## src/acst_pkg.sv

```systemverilog
// package of constants and types for the accelerometer output format and self-test block
package acst_pkg;

	// ****************************************
	// register offsets
	// ****************************************
	localparam logic [7:0] RATE_OFS   = 8'h2C;
	localparam logic [7:0] FORMAT_OFS = 8'h31;
	localparam logic [7:0] DATA_X_LO  = 8'h32;
	localparam logic [7:0] DATA_X_HI  = 8'h33;
	localparam logic [7:0] DATA_Y_LO  = 8'h34;
	localparam logic [7:0] DATA_Y_HI  = 8'h35;
	localparam logic [7:0] DATA_Z_LO  = 8'h36;
	localparam logic [7:0] DATA_Z_HI  = 8'h37;

	// ****************************************
	// field positions and codes
	// ****************************************
	localparam int         RATE_CODE_LSB = 0;
	localparam int         LOW_POWER_BIT = 4;
	localparam int         SELF_TEST_BIT = 7;
	localparam int         JUSTIFY_BIT   = 2;
	localparam logic [3:0] RATE_FAST_A   = 4'hE;
	localparam logic [3:0] RATE_FAST_B   = 4'hF;
	localparam logic [3:0] RATE_TOP_CODE = 4'hF;
	localparam int         LEFT_SHIFT    = 3;

	// ****************************************
	// reset values
	// ****************************************
	localparam logic [7:0] RATE_RESET   = 8'h0A;
	localparam logic [7:0] FORMAT_RESET = 8'h00;

	// ****************************************
	// timing
	// ****************************************
	localparam int         CLK_HZ      = 50000000;
	localparam int         TOP_RATE_HZ = 3200;
	localparam int         TOP_PERIOD  = CLK_HZ / TOP_RATE_HZ;
	localparam logic [2:0] SETTLE_TAUS = 3'h4;

	// ****************************************
	// types
	// ****************************************
	typedef struct packed
	{
		logic signed [12:0] x;
		logic signed [12:0] y;
		logic signed [12:0] z;
	} acst_axes_t;

	typedef struct packed
	{
		logic [7:0]  addr;
		logic [7:0]  wdata;
		logic        wr;
		logic        rd;
	} acst_bus_t;

endpackage

```

## src/acst_ramp.sv

```systemverilog
// self-test stimulus ramp, reaches full level within four sample periods
`timescale 1ns/1ns
module acst_ramp
	import acst_pkg::*;
(
	input  wire logic       mclk,
	input  wire logic       rst_n,
	input  wire logic       st_en,
	input  wire logic       tick,
	output logic [2:0]      level
);

	typedef struct packed
	{
		logic [2:0] level;
	} acst_ramp_st_t;

	acst_ramp_st_t st_reg;
	acst_ramp_st_t st_next;

	// ****************************************
	// one step per sample toward target
	// ****************************************
	always_comb
	begin
		st_next = st_reg;
		if (tick)
		begin
			if (st_en && st_reg.level != SETTLE_TAUS)
				st_next.level = st_reg.level + 3'h1;
			else if (!st_en && st_reg.level != 3'h0)
				st_next.level = st_reg.level - 3'h1;
		end
	end

	always_ff @(posedge mclk or negedge rst_n)
	begin
		if (!rst_n)
			st_reg <= '0;
		else
			st_reg <= st_next;
	end

	assign level = st_reg.level;

	// ****************************************
	// checks
	// ****************************************
	logic [2:0] on_ticks;
	always_ff @(posedge mclk or negedge rst_n)
	begin
		if (!rst_n)
			on_ticks <= 3'h0;
		else if (!st_en)
			on_ticks <= 3'h0;
		else if (tick && on_ticks != 3'h4)
			on_ticks <= on_ticks + 3'h1;
	end

	settle_on_a: assert property (@(posedge mclk) disable iff (!rst_n)
		(st_en && on_ticks == 3'h4) |-> level == SETTLE_TAUS)
		else $error("self-test level not settled after four samples");

	ramp_step_a: assert property (@(posedge mclk) disable iff (!rst_n)
		(!tick) |=> $stable(level))
		else $error("ramp moved without a sample tick");

	ramp_cov: cover property (@(posedge mclk) disable iff (!rst_n)
		$rose(level == SETTLE_TAUS));

endmodule

```

## src/acst_core.sv

```systemverilog
// output word formatting and self-test stimulus for a three-axis accelerometer
`timescale 1ns/1ns
// ****************************************
// Overview of operation
// at the two fastest output rates the least significant bit of each output word is forced to zero.
// that zero bit sits at bit 0 of the low byte when right-justified and at bit 3 when left-justified.
// after self-test toggles, the output reaches its final value within four sample periods.
// the host programs the rate code to 0x0A through 0x0D or 0x0F before self-test.
// the host clears the low-power bit for an accurate self-test measurement.
// bit 7 of the format register at 0x31 switches self-test on when set and off when clear.
// the host waits about four samples after enabling self-test before collecting samples.
// the host averages equal sample counts with self-test off and on, about 0.1 s worth; the host model averages 10 samples each, about 3.1 ms at code 0x0F.
// the host takes on-average minus off-average per axis, 49 mg per count; the host model takes it for the z axis only.
// the host judges pass or fail on the z-axis change reaching the minimum only.
// the self-test bit holds its last written value until software rewrites it.
// ****************************************
module acst_core
	import acst_pkg::*;
#(
	parameter int                 BASE_CYCLES = TOP_PERIOD,
	parameter logic signed [12:0] ST_X_SHIFT  = 13'sh0010,
	parameter logic signed [12:0] ST_Y_SHIFT  = -13'sh0010,
	parameter logic signed [12:0] ST_Z_SHIFT  = 13'sh0040
)
(
	input  wire logic       mclk,
	input  wire logic       rst_n,
	input  wire acst_bus_t  bus,
	output logic [7:0]      rdata,
	input  wire acst_axes_t raw,
	output logic            sample_tick,
	output logic            self_test_on,
	output logic            low_power
);

	typedef struct packed
	{
		logic [7:0]  rate;
		logic [7:0]  format;
		logic [31:0] cnt;
		logic        tick;
		logic [15:0] x_word;
		logic [15:0] y_word;
		logic [15:0] z_word;
		logic [7:0]  rdata;
	} acst_core_st_t;

	acst_core_st_t st_reg;
	acst_core_st_t st_next;
	logic [2:0]    level;

	// ****************************************
	// helpers
	// ****************************************
	function automatic logic [31:0] period_of(input logic [3:0] code);
		logic [31:0] base;
		base = 32'(BASE_CYCLES);
		return (base << (RATE_TOP_CODE - code)) - 32'h1;
	endfunction

	function automatic logic is_fast(input logic [3:0] code);
		return code == RATE_FAST_A || code == RATE_FAST_B;
	endfunction

	function automatic logic [15:0] fmt_word(input logic signed [12:0] raw_v,
		input logic signed [12:0] shift_v, input logic [2:0] lvl,
		input logic fast, input logic left);
		logic signed [15:0] prod;
		logic signed [12:0] val;
		prod = 16'(shift_v) * $signed({13'h0, lvl});
		val = raw_v + 13'(prod >>> 2);
		if (fast)
			val[0] = 1'b0;
		if (left)
			return {val, 3'h0};
		return {{3{val[12]}}, val};
	endfunction

	// ****************************************
	// self-test stimulus ramp
	// ****************************************
	// ramp steps on the edge before each output sample, so that sample already carries the new level
	acst_ramp i_acst_ramp
	(
		.mclk   (mclk),
		.rst_n  (rst_n),
		.st_en  (st_next.format[SELF_TEST_BIT]),
		.tick   (st_next.tick),
		.level  (level)
	);

	// ****************************************
	// next state
	// ****************************************
	always_comb
	begin
		logic [3:0] code;
		logic       fast;
		logic       left;
		code = st_reg.rate[RATE_CODE_LSB +: 4];
		fast = is_fast(code);
		left = st_reg.format[JUSTIFY_BIT];
		st_next = st_reg;
		st_next.tick = 1'b0;
		if (st_reg.cnt == 32'h0)
		begin
			st_next.cnt = period_of(code);
			st_next.tick = 1'b1;
		end
		else
			st_next.cnt = st_reg.cnt - 32'h1;
		if (st_reg.tick)
		begin
			st_next.x_word = fmt_word(raw.x, ST_X_SHIFT, level, fast, left);
			st_next.y_word = fmt_word(raw.y, ST_Y_SHIFT, level, fast, left);
			st_next.z_word = fmt_word(raw.z, ST_Z_SHIFT, level, fast, left);
		end
		if (bus.wr)
		begin
			case (bus.addr)
				RATE_OFS:
				begin
					st_next.rate = bus.wdata;
					st_next.cnt = period_of(bus.wdata[RATE_CODE_LSB +: 4]);
				end
				FORMAT_OFS: st_next.format = bus.wdata;
				default: st_next.format = st_reg.format;
			endcase
		end
		st_next.rdata = 8'h00;
		if (bus.rd)
		begin
			case (bus.addr)
				RATE_OFS:   st_next.rdata = st_reg.rate;
				FORMAT_OFS: st_next.rdata = st_reg.format;
				DATA_X_LO:  st_next.rdata = st_reg.x_word[7:0];
				DATA_X_HI:  st_next.rdata = st_reg.x_word[15:8];
				DATA_Y_LO:  st_next.rdata = st_reg.y_word[7:0];
				DATA_Y_HI:  st_next.rdata = st_reg.y_word[15:8];
				DATA_Z_LO:  st_next.rdata = st_reg.z_word[7:0];
				DATA_Z_HI:  st_next.rdata = st_reg.z_word[15:8];
				default:    st_next.rdata = 8'h00;
			endcase
		end
	end

	always_ff @(posedge mclk or negedge rst_n)
	begin
		if (!rst_n)
		begin
			st_reg        <= '0;
			st_reg.rate   <= RATE_RESET;
			st_reg.format <= FORMAT_RESET;
		end
		else
			st_reg <= st_next;
	end

	assign rdata        = st_reg.rdata;
	assign sample_tick  = st_reg.tick;
	assign self_test_on = st_reg.format[SELF_TEST_BIT];
	assign low_power    = st_reg.rate[LOW_POWER_BIT];

	// ****************************************
	// checks
	// ****************************************
	wire fast_now = is_fast(st_reg.rate[3:0]);
	wire fmt_wr   = bus.wr && bus.addr == FORMAT_OFS;

	lsb_right_a: assert property (@(posedge mclk) disable iff (!rst_n)
		(st_reg.tick && fast_now && !st_reg.format[JUSTIFY_BIT] && !bus.wr) |=> st_reg.z_word[0] == 1'b0)
		else $error("right-justified lsb not zero at fast rate");

	lsb_left_a: assert property (@(posedge mclk) disable iff (!rst_n)
		(st_reg.tick && fast_now && st_reg.format[JUSTIFY_BIT] && !bus.wr) |=> st_reg.x_word[3:0] == 4'h0)
		else $error("left-justified lsb not zero at bit 3");

	left_pad_a: assert property (@(posedge mclk) disable iff (!rst_n)
		(st_reg.tick && st_reg.format[JUSTIFY_BIT] && !bus.wr) |=> st_reg.y_word[2:0] == 3'h0)
		else $error("left-justified word not padded");

	st_write_a: assert property (@(posedge mclk) disable iff (!rst_n)
		fmt_wr |=> self_test_on == $past(bus.wdata[SELF_TEST_BIT]))
		else $error("self-test bit not taken from write");

	st_hold_a: assert property (@(posedge mclk) disable iff (!rst_n)
		!fmt_wr |=> $stable(self_test_on))
		else $error("self-test bit changed without a write");

	rate_read_a: assert property (@(posedge mclk) disable iff (!rst_n)
		(bus.rd && bus.addr == RATE_OFS) |=> rdata == $past(st_reg.rate))
		else $error("rate register read wrong");

	idle_read_a: assert property (@(posedge mclk) disable iff (!rst_n)
		!bus.rd |=> rdata == 8'h00)
		else $error("read data outside read answer");

	tick_gap_a: assert property (@(posedge mclk) disable iff (!rst_n)
		sample_tick |=> !sample_tick)
		else $error("sample ticks back to back");

	lsb_xy_a: assert property (@(posedge mclk) disable iff (!rst_n)
		(st_reg.tick && fast_now && !st_reg.format[JUSTIFY_BIT] && !bus.wr) |=> !st_reg.x_word[0] && !st_reg.y_word[0])
		else $error("right-justified lsb not zero on x or y");

	data_hold_a: assert property (@(posedge mclk) disable iff (!rst_n)
		!st_reg.tick |=> $stable(st_reg.z_word))
		else $error("output word moved between samples");

	fast_cov: cover property (@(posedge mclk) disable iff (!rst_n)
		st_reg.tick && fast_now && st_reg.format[JUSTIFY_BIT]);

	st_on_cov: cover property (@(posedge mclk) disable iff (!rst_n)
		fmt_wr && bus.wdata[SELF_TEST_BIT] ##1 self_test_on);

	data_read_cov: cover property (@(posedge mclk) disable iff (!rst_n)
		bus.rd && bus.addr == DATA_Z_HI);

	st_off_cov: cover property (@(posedge mclk) disable iff (!rst_n)
		fmt_wr && !bus.wdata[SELF_TEST_BIT] && self_test_on);

endmodule

```

## config.mk

```make
export PLATFORM = sky130hd
export DESIGN_NAME = acst_core
export DESIGN_NICKNAME = d
export VERILOG_FILES = /design/src/acst_pkg.sv /design/src/acst_ramp.sv /design/src/acst_core.sv
export SDC_FILE = /design/constraint.sdc
export NUM_CORES = 1
export LEC_CHECK = 0
export BUFFER_PORTS_ARGS = -buffer_cell sky130_fd_sc_hd__buf_2
export CORE_MARGIN = 1
export CORE_UTILIZATION = 55
export DETAILED_ROUTE_END_ITERATION = 12
export PLACE_DENSITY = 0.77
export SLEW_MARGIN = 0
export SYNTH_ARGS = -nofsm -noshare
export SYNTH_HDL_FRONTEND = slang
export SYNTH_HIERARCHICAL = 1
export SYNTH_SLANG_ARGS = --single-unit
```

## constraint.sdc

```tcl
create_clock -name mclk -period 3.2 [get_ports mclk]
set_clock_uncertainty 0.15 [all_clocks]
set_input_delay 0.96 -clock mclk [delete_from_list [all_inputs] [get_ports mclk]]
set_output_delay 0.96 -clock mclk [all_outputs]
set_load 0.02 [all_outputs]
```

# Word-level counts from Yosys, hierarchy flattened
# Cells that the tools add are included.
[totals]
out_inout_bits = 11
input_bits = 59
register_bits = 108
wordCells = 64
[op_classes]
shifts = 2
reduce_logical = 10
eq_ne = 11
add_sub_neg = 11
muxes = 20
[op_table]
columns = ["op", "n"]
rows = [
  ["$mux W16", 6],
  ["$sub A32 B1 Y32 const B", 3],
  ["$eq A8 B6 Y1 const B", 8],
  ["$mux W32", 2],
  ["$pmux W8 S8", 1],
  ["$shl A14 B4 Y32 const A", 2],
  ["$mux W40", 1],
  ["$logic_not A32 Y1", 1],
  ["$mux W8", 2],
  ["$add A13 B13 Y13", 1],
  ["$add A13 B6 Y13", 1],
  ["$add A13 B8 Y13", 1],
  ["$neg A3 Y11", 1],
  ["$eq A4 B4 Y1 const B", 2],
  ["$sub A4 B4 Y4 const A", 2],
  ["$mux W1", 6],
  ["$mux W3", 2],
  ["$reduce_and A2 Y1", 3],
  ["$add A3 B1 Y3 const B", 1],
  ["$ne A3 B3 Y1 const B", 1],
  ["$reduce_bool A3 Y1", 1],
  ["$sub A3 B1 Y3 const B", 1],
  ["$logic_and A1 B1 Y1", 2],
  ["$reduce_bool A2 Y1", 1],
  ["other kinds (2)", 2],
]

# Logic depth before layout (Yosys ltp)
# Gate-level depths: netlist of run 1.
[logic_depth]
depth_word = 10
depth_mapped = 15
ltp_nobuf = 12

# Cells and area by module
# The synthesis of run 1 kept the hierarchy.
[by_module_without_submodules]
columns = ["mod", "area_each_um2", "cells_per_inst", "instances", "seq_area_each_um2"]
rows = [
  ["acst_core", 8095.3, 998, 1, 2630.0],
  ["acst_ramp", 219.0, 24, 1, 75.1],
]

# Worst setup path after synthesis of run 1
# OpenSTA, ideal clock, no wires.
[synth_timing]
kind = "input port to flip-flop"
from = "input bus[4] (netlist bit)"
to = "register st_reg[79] (netlist bit)"
required_time_ns = 2.956
path_buffers = 6
setup_slack_ns = -1.012
arrival_ns = 3.968
setup_time_ns = 0.094
cell_stages = 14
cell_sequence = "clkbuf_1 > buf_1 > clkbuf_1 > clkbuf_1 > clkbuf_1 > nand3_1 > ha_1 > clkbuf_1 > o21ai_0 > a211oi_1 > or4b_1 > nor3_2 > xnor2_1 > a211oi_1"
[synth_rtl]
columns = ["item", "line", "rtl"]
rows = [
  ["start: declaration", "acst_core.sv:28", "input wire acst_bus_t bus,"],
  ["end signal: assignment", "acst_core.sv:156", "st_reg <= st_next;"],
  ["end: declaration", "acst_core.sv:48", "acst_core_st_t st_reg;"],
]

==> run summary, run 1 <==
kind of critical path -> register to register
largest net degree at the start of global routing -> 109
FF/Latch Area -> 2710 um2
CTS sink cnt -> 108
row cnt -> 44
synthesized area per cell -> 8.14 um2
combinational share of power -> 29.2%
Post-Layout Cell Count -> 1382
Seq cells post-synth -> 108
Die Wd -> 125 um
most frequent cells in the layout -> buf_4 (153), nor2_1 (113), dfrtp_1 (104), nand2_1 (92), a21oi_1 (78)
internal power -> 2.50 mW
CTS H-tree depth -> 3
Final setup viols -> 0
# fillers -> 1150
Final HPWL DP -> 20000 um
Flop pwr share -> 41.9%
Setup WS pre-CTS -> -0.426 ns
Initial DRT Pass Iterations -> 9
port bufs -> 69
critical path endpoint category -> register
max reg flops -> 94
Warnings, synthesis -> 6
PD cells -> 354 nW/um2
Initial Utilization -> 56.8%
initial antenna violation count -> 0
net total in the final layout -> 1284
Post-synth EDFFs -> 0
RSZ-0062 raised after global routing -> yes
vias in the first global route -> 7982
Fin. Hold Viols -> 0
WP data required -> 3.32 ns
Cell variety after synth -> 80
sequence of cells on the critical path -> nor4_1 -> nand4_1 -> or3_4 -> nor2_4 -> a21oi_2 -> ha_4 -> nand3b_1 -> or3_4 -> a2bb2oi_4 -> nor4_4 -> buf_6 -> buf_6 -> xor2_2 -> a2bb2oi_1
CTS tree -> yes
Die Span Y -> 125 um
violations in the final reports -> DRC
DRC -> 2
Reg clk slew, reported paths -> 0.07 ns
ANT cells -> 0
clk_lat worst skew -> 0.36 ns
Tot GR Track Use -> 34.5%
Net Switching -> 1.22 mW
status -> finished, violations left
1st-iter DRT viols -> 1089
register area share after synthesis -> 32.5%
area occupied by multi-input gates -> 5520 um2
GR Overflow Total -> 0
leakage power -> 4.47 nW
layout cell share with drive strength beyond 1 -> 27.9%
Vias/cell -> 6.28
CP startpoint kind -> register
first-pass GRT wire length -> 42400 um
commonest register cell after synthesis -> dfrtp_1
Critical Path AT -> 3.32 ns
Sw Share -> 32.8%
Clock Power Share -> 28.9%
CORE AREA -> 14600 um2
Peak VDD IR -> 240 uV
I/O pin count -> 70
placed cell count -> 1354
Worst Max-Slew Pin Slew -> 0.987 ns
fmax -> 313 MHz
via count -> 8684
Max stage delay cell, worst path -> or3_4
P&R area growth vs syn -> 26.6%
Max stage delay on crit path -> 0.45 ns
Slew Viols, Final -> 0
min-delay worst type -> register to register
total CTS buffers -> 9
Syn Nets -> 1113
CTS root buf -> clkbuf_16
final worst slack -> 0.000796 ns
Placer Congestion -> 0.988
Synth Instances -> 1022
CTS Buffer Depth -> 2
Setup TNS -> 0 ns
commonest non-fill, non-tap cell in the layout -> buf_4
Max-Cap Viols -> 0
final worst-path cycle share -> 100%
Worst slew margin -> 33.6%
WL final -> 26900 um
Post-synth ARST share -> 100%
mapped cell area -> 8310 um2
Final min period -> 3.20 ns
antenna-violating nets left -> 0
CP max FO -> 6
full die area -> 15600 um2
routed len/inst -> 19.5 um
==> per-layer routing <==
layer / track usage, % / vias to the layer above / wire length (um)
met5: 0 / - / 0
met4: 9.33 / 0 / 479
met3: 5.73 / 53 / 2560
met2: 51.9 / 454 / 11900
met1: 51.3 / 4131 / 12000
li1: - / 4046 / -
==> stage by stage <==
stage / instance area, um2 / utilization (%) / hold slack, ns / power (mW)
after detailed placement: 9870 / 67.4 / 0.324 / 2.57
final: 10500 / 71.9 / 0.346 / 3.72
after global routing: 10500 / 71.9 / 0.362 / 3.88
after floorplan: 8540 / - / 0.296 / 2.12
after global placement: 9870 / 67.4 / 0.320 / 2.55
after CTS: 10200 / 69.8 / 0.348 / 3.65
==> cells in the mapped netlist, drive strengths merged (4+ instances only) <==
| master | number | area share [%] |
|---|---|---|
| nor2 | 114 | 5.1 |
| dfrtp | 106 | 32 |
| nand2 | 96 | 4.4 |
| a21oi | 82 | 4.9 |
| o21ai | 63 | 3.8 |
| inv | 46 | 2.1 |
| clkbuf | 45 | 2.0 |
| nor3 | 32 | 2.0 |
| xnor2 | 29 | 3.1 |
| ha | 28 | 4.2 |
| a31oi | 27 | 2.0 |
| mux2i | 23 | 2.8 |
| buf | 22 | 1.5 |
| xor2 | 21 | 2.2 |
| a22oi | 18 | 1.6 |
| nand3 | 17 | 1.0 |
| mux2 | 16 | 2.2 |
| nand3b | 14 | 1.3 |
| a21o | 13 | 1.2 |
| nor2b | 13 | 0.98 |
| o22ai | 13 | 0.98 |
| nand2b | 12 | 0.90 |
| nand4 | 12 | 0.90 |
| nor4 | 11 | 0.90 |
| o211ai | 11 | 0.99 |
| o31ai | 10 | 0.90 |
| and3 | 9 | 0.68 |
| a211oi | 8 | 0.72 |
| a221oi | 8 | 0.84 |
| a22o | 8 | 0.84 |
| or2 | 8 | 0.60 |
| or3 | 7 | 0.53 |
| o21a | 5 | 0.45 |
| a2111oi | 4 | 0.65 |
| a311oi | 4 | 0.42 |
| and2 | 4 | 0.30 |
| and4 | 4 | 0.42 |
| fa | 4 | 0.96 |
| nor3b | 4 | 0.36 |
| or3b | 4 | 0.42 |
==> cell type report <==
| cell class | instances | area share [%] |
|---|---|---|
| Clock inverter | 4 | 0.309 |
| Timing Repair Buffer | 227 | 15.3 |
| Sequential cell | 108 | 25.7 |
| Tap cell | 184 | 2.19 |
| Inverter | 46 | 1.66 |
| Multi-Input combinational cell | 801 | 52.4 |
| Clock buffer | 12 | 2.34 |
==> power by group through the flow <==
stage / logic, mW / registers [mW] / clock network, mW
floorplan: 0.575 / 1.55 / 0
finish: 1.09 / 1.56 / 1.08
CTS: 1.01 / 1.55 / 1.08
global route: 1.18 / 1.57 / 1.14
detailed placement: 0.993 / 1.57 / 0
global placement: 0.979 / 1.57 / 0
==> critical path, delay by kind of cell (launching register included) <==
| kind | cells | cell delay, ns |
|---|---|---|
| and+or+nand+nor | 7 | 1.50 |
| AOI/OAI and AO/OA | 3 | 0.44 |
| DFF | 1 | 0.41 |
| buffers and inverters | 2 | 0.28 |
| adders and majority gates | 1 | 0.17 |
| xor gates and xnor gates | 1 | 0.16 |
==> kinds of logic after synthesis <==
family,synth area share (%)
AO/OA/AOI/OAI,23.6
XOR/XNOR,5.27
adder cells (fa/ha/maj),5.18
buffers and inverters,5.60
flip-flops,32.5
multiplexers,5.48
AND/OR/NAND/NOR,22.3
==> worst paths after layout <==
| kind | cells after the start | slack, ns | startpoint | endpoint |
|---|---|---|---|---|
| max in group asynchronous | 2 | 1.90 | rst_n | sample_tick |
| setup reg to reg | 14 | 0.0008 | st_reg[72] | st_reg[77] |
| setup / recovery | 14 | 0.0008 | st_reg[72] | st_reg[77] |
| hold / removal | 1 | 0.35 | st_reg[23] | st_reg[23] |
| hold reg to reg | 1 | 0.35 | st_reg[23] | st_reg[23] |
| min in group asynchronous | 2 | 0.49 | rst_n | st_reg[63] |
==> repair_timing <==
item / 4_1_cts / 5_1_grt
pin swaps: 2 / 21
gates cloned: 0 / 1
hold buffers: 0 / 0
gates resized for setup: 11 / 54
setup buffers: 3 / 8
endpoints found under the setup margin: 7 / 19
No activity file was read; power rests on OpenSTA's default activity.
==> run 2, diff against run 1 <==
--- a/config.mk
+++ b/config.mk
@@ -6,10 +6,12 @@
 export NUM_CORES = 1
 export LEC_CHECK = 0
 export BUFFER_PORTS_ARGS = -buffer_cell sky130_fd_sc_hd__buf_2
+export CELL_PAD_IN_SITES_DETAIL_PLACEMENT = 1
+export CELL_PAD_IN_SITES_GLOBAL_PLACEMENT = 1
 export CORE_MARGIN = 1
-export CORE_UTILIZATION = 55
+export CORE_UTILIZATION = 42
 export DETAILED_ROUTE_END_ITERATION = 12
-export PLACE_DENSITY = 0.77
+export PLACE_DENSITY_LB_ADDON = 0.1
 export SLEW_MARGIN = 0
 export SYNTH_ARGS = -nofsm -noshare
 export SYNTH_HDL_FRONTEND = slang
==> run 2 against run 1 <==
Against the previous run:
- the run ends with setup timing left
- via count rose by 2.0%
- register-to-register slack got worse by 0.07 ns
- global-route usage fell by 2.5 points
- core utilization fell by 15 points
- total power rose by 6.6%
- non-clock buffer count rose by 48
- die area rose by 30%
- combinational power rose by 19%
- critical endpoint is now st_reg[72]
- largest cell class unchanged
- highest routed layer unchanged
==> run summary, run 2 (same netlist as run 1, synthesis figures left out) <==
sequence of cells on the critical path -> inv_2 -> ha_4 -> nor4bb_1 -> o21ai_0 -> buf_4 -> nor2_1 -> o31ai_2 -> buf_4 -> nor2_1 -> xor2_1 -> o21ai_0 (was nor4_1 -> nand4_1 -> or3_4 -> nor2_4 -> a21oi_2 -> ha_4 -> nand3b_1 -> or3_4 -> a2bb2oi_4 -> nor4_4 -> buf_6 -> buf_6 -> xor2_2 -> a2bb2oi_1)
WL final -> 32100 um (was 26900 um)
leakage power -> 4.73 nW (was 4.47 nW)
max reg flops -> 94 (unchanged)
layout cell share with drive strength beyond 1 -> 32.1% (was 27.9%)
Slew Viols, Final -> 0 (unchanged)
vias in the first global route -> 8971 (was 7982)
Final min period -> 3.27 ns (was 3.20 ns)
Max stage delay on crit path -> 0.60 ns (was 0.45 ns)
final worst-path cycle share -> 102% (was 100%)
Max stage delay cell, worst path -> dfstp_2 (was or3_4)
CTS hold repair buffers -> 0 (unchanged)
PD cells -> 357 nW/um2 (was 354 nW/um2)
reg-to-reg startpoint -> st_reg[98] (was st_reg[72])
CORE AREA -> 19500 um2 (was 14600 um2)
1st-iter DRT viols -> 412 (was 1089)
antenna-violating nets left -> 0 (unchanged)
Worst Max-Slew Pin Slew -> 0.945 ns (was 0.987 ns)
DRC -> 0 (was 2)
fmax -> 306 MHz (was 313 MHz)
min-delay worst type -> register to register (unchanged)
total CTS buffers -> 9 (unchanged)
CTS sink cnt -> 108 (unchanged)
Final setup viols -> 1 (was 0)
net total in the final layout -> 1332 (was 1284)
Pwr Total -> 3.97 mW (was 3.72 mW)
status -> finished, violations left (unchanged)
most frequent cells in the layout -> buf_4 (201), nor2_1 (111), dfrtp_1 (103), nand2_1 (92), a21oi_1 (78) (was buf_4 (153), nor2_1 (113), dfrtp_1 (104), nand2_1 (92), a21oi_1 (78))
placed cell area -> 10400 um2 (was 9870 um2)
P&R area growth vs syn -> 33.7% (was 26.6%)
CP max FO -> 6 (unchanged)
CTS Buffer Depth -> 2 (unchanged)
Initial Utilization -> 42.7% (was 56.8%)
Fin. Hold Viols -> 0 (unchanged)
commonest non-fill, non-tap cell in the layout -> buf_4 (unchanged)
Final HPWL DP -> 24600 um (was 20000 um)
Tot GR Track Use -> 32.0% (was 34.5%)
violations in the final reports -> setup timing (was DRC)
I/O pin count -> 70 (unchanged)
CTS H-tree depth -> 3 (unchanged)
initial antenna violation count -> 1 (was 0)
CTS tree -> yes (unchanged)
Peak VDD IR -> 238 uV (was 240 uV)
placed cell count -> 1485 (was 1354)
critical path endpoint category -> register (unchanged)
Worst slew margin -> 35.4% (was 33.6%)
final worst slack -> -0.0668 ns (was 0.000796 ns)
Die Wd -> 143 um (was 125 um)
RSZ-0062 raised after global routing -> yes (unchanged)
worst hold path startpoint -> st_reg[103] (was st_reg[23])
Initial DRT Pass Iterations -> 5 (was 9)
largest net degree at the start of global routing -> 48 (was 109)
CTS root buf -> clkbuf_16 (unchanged)
routed len/inst -> 21.2 um (was 19.5 um)
hold_ws -> 0.347 ns (was 0.346 ns)
Vias/cell -> 5.86 (was 6.28)
Die Span Y -> 143 um (was 125 um)
clk_lat worst skew -> 0.36 ns (about the same)
Reg clk slew, reported paths -> 0.08 ns (was 0.07 ns)
Post-Layout Cell Count -> 1512 (was 1382)
row cnt -> 51 (was 44)
port bufs -> 69 (unchanged)
Max-Cap Viols -> 0 (unchanged)
GR Overflow Total -> 0 (unchanged)
WP data required -> 3.29 ns (was 3.32 ns)
first-pass GRT wire length -> 49300 um (was 42400 um)
CP Launch Point -> st_reg[98] (was st_reg[72])
Setup WS pre-CTS -> -0.803 ns (was -0.426 ns)
fin area -> 11100 um2 (was 10500 um2)
CP startpoint kind -> register (unchanged)
via count -> 8861 (was 8684)
full die area -> 20400 um2 (was 15600 um2)
kind of critical path -> register to register (unchanged)
Critical Path AT -> 3.36 ns (was 3.32 ns)
Placer Congestion -> 0.939 (was 0.988)
run 2: cell types whose count changed in the layout (fill, tap and decap cells not counted), sizes merged:
cell      before  now
clkinv         1    4
clkinvlp       1    0
diode          0    1
buf          227  275
clkbuf        12    9
inv           48   49
run 2: area by class of cell:
type | count | area, um2
multi-input combinational | 801 | 5630
inverter | 46 | 175
antenna | 1 | 2.50
clock buffer | 9 | 225
sequential | 108 | 2710
clock inverter | 7 | 66.3
timing repair buffer | 275 | 1980
fill | 2310 | 8340
tap | 265 | 332
run 2: what timing repair did:
item / 4_1_cts / 5_1_grt
buffers inserted: 0 / 12
endpoints found under the setup margin: 17 / 20
gates resized for setup: 28 / 50
pin swaps: 2 / 14
run 2: power breakdown:
part	total [mW]	switching, mW	internal (mW)
combinational	1.30	0.704	0.597
sequential	1.53	0.0744	1.45
clock	1.14	0.590	0.549
run 2: per-stage QoR:
stage / utilization [%] / TNS (ns)
2_1_floorplan: - / -0.719
3_3_place_gp: 53.2 / -5.39
3_5_place_dp: 53.2 / -6.72
4_1_cts: 55.4 / -0.0171
5_1_grt: 57.1 / -0.368
6_report: 57.1 / -0.0668
run 2: routing by layer:
layer	track usage, %	vias up	part of all wire, %
met4	16.4	0	5.5
li1	-	4141	-
met2	56.3	221	50
met3	3.02	79	3.4
met5	0	-	0
met1	38.8	4420	41
run 2: critical path: cells and delay by family, from the launching register on:
kind / cells / cell delay [ns]
AOI/OAI and AO/OA: 3 / 1.19
xor gates and xnor gates: 1 / 0.15
adders and majority gates: 1 / 0.26
buffers and inverters: 3 / 0.53
DFF: 1 / 0.60
and+or+nand+nor: 3 / 0.26
run 2: path summary, 6_finish.rpt:
check,endpoint,slack (ns),depth (start not counted)
setup / recovery,st_reg[72],-0.07,11
min in group asynchronous,st_reg[59],0.39,1
hold / removal,st_reg[103],0.35,2
max in group asynchronous,st_reg[98],1.89,2
setup reg to reg,st_reg[72],-0.07,11
hold reg to reg,st_reg[103],0.35,2
==> run 3, diff against run 2 <==
--- a/config.mk
+++ b/config.mk
@@ -15,5 +15,4 @@
 export SLEW_MARGIN = 0
 export SYNTH_ARGS = -nofsm -noshare
 export SYNTH_HDL_FRONTEND = slang
-export SYNTH_HIERARCHICAL = 1
 export SYNTH_SLANG_ARGS = --single-unit
==> constraint.sdc (replaced) <==
create_clock -name mclk -period 3.2 [get_ports mclk]
set_clock_uncertainty 0.15 [all_clocks]
set_input_delay 0.48 -clock mclk [delete_from_list [all_inputs] [get_ports mclk]]
set_output_delay 0.48 -clock mclk [all_outputs]
set_load 0.02 [all_outputs]
==> run 3 against run 2 <==
Against the previous run:
- the flow still finishes with violations (setup timing)
- register-to-register slack worse by 0.18 ns
- fmax is 5.2% lower
- sequential share of layout area is 2.2 points higher
- clock power hardly changed
- core utilization is 3.0 points lower
- die area is 2.5% lower
- sequential power hardly changed
==> run summary, run 3 <==
status -> finished, violations left (unchanged)
violations in the final reports -> setup timing (unchanged)
row cnt -> 50 (was 51)
highest metal used -> met4 (unchanged)
layout cell share with drive strength beyond 1 -> 27.5% (was 32.1%)
placed cell area -> 9520 um2 (was 10400 um2)
Critical Path AT -> 3.59 ns (was 3.36 ns)
DRC -> 0 (unchanged)
most frequent cells in the layout -> buf_4 (135), dfrtp_1 (103), nand2_1 (97), nor2_1 (93), a21oi_1 (86) (was buf_4 (201), nor2_1 (111), dfrtp_1 (103), nand2_1 (92), a21oi_1 (78))
CP startpoint kind -> register (unchanged)
clk_lat worst skew -> 0.36 ns (about the same)
Fin. Hold Viols -> 0 (unchanged)
leakage power -> 4.48 nW (was 4.73 nW)
CTS Buffer Depth -> 2 (unchanged)
FF/Latch Area -> 2710 um2 (unchanged)
Flop pwr share -> 43.7% (was 38.5%)
share of the synthesized area in the top cell type -> 32.7% (was 31.9%)
Seq cells post-synth -> 108 (unchanged)
fin area -> 10200 um2 (was 11100 um2)
xor/xnor cell area share of the yosys netlist -> 6.59% (was 5.27%)
Synth Instances -> 974 (was 1022)
# fillers -> 2268 (was 2310)
Warnings, synthesis -> 0 (was 6)
Die Wd -> 141 um (was 143 um)
critical path endpoint category -> register (unchanged)
Synth Area in Compound Gates -> 23.0% (was 23.6%)
CORE AREA -> 18800 um2 (was 19500 um2)
min-delay worst type -> input pin to register (was register to register)
combinational share of power -> 24.5% (was 32.8%)
Final setup viols -> 16 (was 1)
WP data required -> 3.34 ns (was 3.29 ns)
full die area -> 19900 um2 (was 20400 um2)
vias in the first global route -> 8232 (was 8971)
CTS sink cnt -> 108 (unchanged)
Die Span Y -> 141 um (was 143 um)
antenna-violating nets left -> 0 (unchanged)
kind of critical path -> register to register (unchanged)
Post-synth EDFFs -> 0 (unchanged)
I/O pin count -> 70 (unchanged)
CTS H-tree depth -> 3 (unchanged)
mapped cell area -> 8110 um2 (was 8310 um2)
via count -> 8233 (was 8861)
ranking of synthesized cells by area -> dfrtp_1 (33%), a21oi_1 (5.5%), nand2_1 (4.5%) (was dfrtp_1 (32%), nor2_1 (5.1%), a21oi_1 (4.9%))
WL final -> 29500 um (was 32100 um)
Worst slew margin -> 38.6% (was 35.4%)
met3 WL post-DR -> 1580 um (was 1090 um)
Cell variety after synth -> 87 (was 80)
CP max FO -> 5 (was 6)
first-pass GRT wire length -> 46500 um (was 49300 um)
Synth Area in Simple Gates -> 20.3% (was 22.3%)
Max-Cap Viols -> 0 (unchanged)
commonest register cell after synthesis -> dfrtp_1 (unchanged)
Peak VDD IR -> 250 uV (was 238 uV)
WL met1 -> 14500 um (was 13200 um)
Vias/cell -> 5.87 (was 5.86)
Slew Viols, Final -> 0 (unchanged)
Initial DRT Pass Iterations -> 5 (unchanged)
Placer Congestion -> 0.953 (was 0.939)
multiplexer area fraction after synthesis -> 6.07% (was 5.48%)
Post-synth ARST share -> 100% (unchanged)
Sw Share -> 31.8% (was 34.5%)
PD cells -> 345 nW/um2 (was 357 nW/um2)
cell taking the most area after synthesis -> dfrtp_1 (unchanged)
1st-iter DRT viols -> 725 (was 412)
internal power -> 2.40 mW (was 2.60 mW)
port bufs -> 69 (unchanged)
largest family of logic cells by synthesized area -> compound AO/OA/AOI/OAI gates (unchanged)
CTS root buf -> clkbuf_16 (unchanged)
Reg clk slew, reported paths -> 0.07 ns (was 0.08 ns)
fmax -> 290 MHz (was 306 MHz)
area occupied by multi-input gates -> 5230 um2 (was 5630 um2)
routed len/inst -> 21.1 um (was 21.2 um)
Worst Max-Slew Pin Slew -> 0.921 ns (was 0.945 ns)
met2 WL -> 13100 um (was 16100 um)
ANT cells -> 0 (was 1)
final worst-path cycle share -> 108% (was 102%)
Post-Synth Adder-Cell Area -> 5.46% (was 5.18%)
Post-synth top cells -> dfrtp_1 (106), nand2_1 (97), nor2_1 (95) (was nor2_1 (114), dfrtp_1 (106), nand2_1 (95))
Clock Power Share -> 31.8% (was 28.7%)
P&R area growth vs syn -> 25.7% (was 33.7%)
max reg flops -> 94 (unchanged)
net total in the final layout -> 1230 (was 1332)
Final min period -> 3.45 ns (was 3.27 ns)
largest net degree at the start of global routing -> 71 (was 48)
synthesized area per cell -> 8.32 um2 (was 8.14 um2)
GR Overflow Total -> 0 (unchanged)
Setup WS pre-CTS -> -0.177 ns (was -0.803 ns)
Setup TNS -> -1.66 ns (was -0.0668 ns)
Syn Nets -> 1066 (was 1113)
final worst slack -> -0.247 ns (was -0.0668 ns)
total CTS buffers -> 9 (unchanged)
register area share after synthesis -> 33.4% (was 32.5%)
Tot GR Track Use -> 30.4% (was 32.0%)
CTS tree -> yes (unchanged)
R2R setup slack -> -0.25 ns (was -0.07 ns)
RSZ-0062 raised after global routing -> yes (unchanged)
Final HPWL DP -> 22400 um (was 24600 um)
Net Switching -> 1.12 mW (was 1.37 mW)
most numerous cell in the Yosys netlist -> dfrtp_1 (was nor2_1)
commonest non-fill, non-tap cell in the layout -> buf_4 (unchanged)
initial antenna violation count -> 0 (was 1)
Initial Utilization -> 43.0% (was 42.7%)
-- run 3: final cells by class --
type / instances / area share (%)
clock buffers: 11 / 2.48
flip-flops and latches: 108 / 26.6
inverters: 41 / 1.51
repair buffers: 213 / 14.6
multi-input cells: 765 / 51.3
clock inverters: 4 / 0.332
well taps: 260 / 3.19
-- run 3: logic make-up after synthesis --
logic type | Yosys count
muxes | 45
DFF | 108
and+or+nand+nor | 334
buffers and inverters | 101
xor gates and xnor gates | 61
adders and majority gates | 33
AOI/OAI and AO/OA | 292
-- run 3: layer usage --
layer | track usage (%) | up-vias
li1 | - | 3812
met3 | 3.77 | 27
met4 | 6.58 | 0
met5 | 0 | -
met2 | 45.9 | 242
met1 | 46.0 | 4152
-- run 3: repair_timing --
action | in CTS | in global routing
hold buffers | 1 | 0
setup buffers | 6 | 16
pin swaps | 4 | 14
endpoints found under the hold margin | 38 | 0
endpoints found under the setup margin | 17 | 26
resized for setup | 5 | 38
-- run 3: worst max-delay path, stage by stage, from the launching register on --
cell and delay, ns:
dfrtp_1 0.38, or4_4 0.54, or3_4 0.36, or3_4 0.36, nor3_4 0.23, a21oi_2 0.10
ha_2 0.20, nand4_1 0.09, nor2_1 0.06, o21ai_2 0.07, o41ai_4 0.14, buf_4 0.16
buf_4 0.13, nand3_1 0.10, xor2_1 0.18, a21o_1 0.14
-- run 3: power by group through the flow --
stage          combinational [mW]  clock [mW]  sequential, mW
3_5_place_dp                0.802           0            1.56
2_1_floorplan               0.435           0            1.53
5_1_grt                     0.939        1.17            1.55
4_1_cts                     0.819        1.12            1.53
6_report                    0.861        1.12            1.53
3_3_place_gp                0.791           0            1.55
-- run 3: final timing paths --
kind	startpoint	end	cells past startpoint
max reg2reg	st_reg[85]	st_reg[77]	15
max	st_reg[85]	st_reg[77]	15
min in group asynchronous	rst_n	i_acst_ramp.level[1]	2
max in group asynchronous	rst_n	st_reg[98]	3
min reg2reg	st_reg[102]	st_reg[102]	2
min	raw[0]	st_reg[8]	3
-- run 3: per-stage QoR --
step / utilization [%] / cells / power [mW] / hold WS, ns
finish: 54.1 / 1402 / 3.51 / 0.216
global route: 54.1 / 1402 / 3.66 / 0.215
CTS: 52.5 / 1387 / 3.47 / 0.207
detailed placement: 50.6 / 1365 / 2.36 / 0.328
global placement: 50.6 / 1365 / 2.34 / 0.309
floorplan: - / 974 / 1.97 / 0.0344
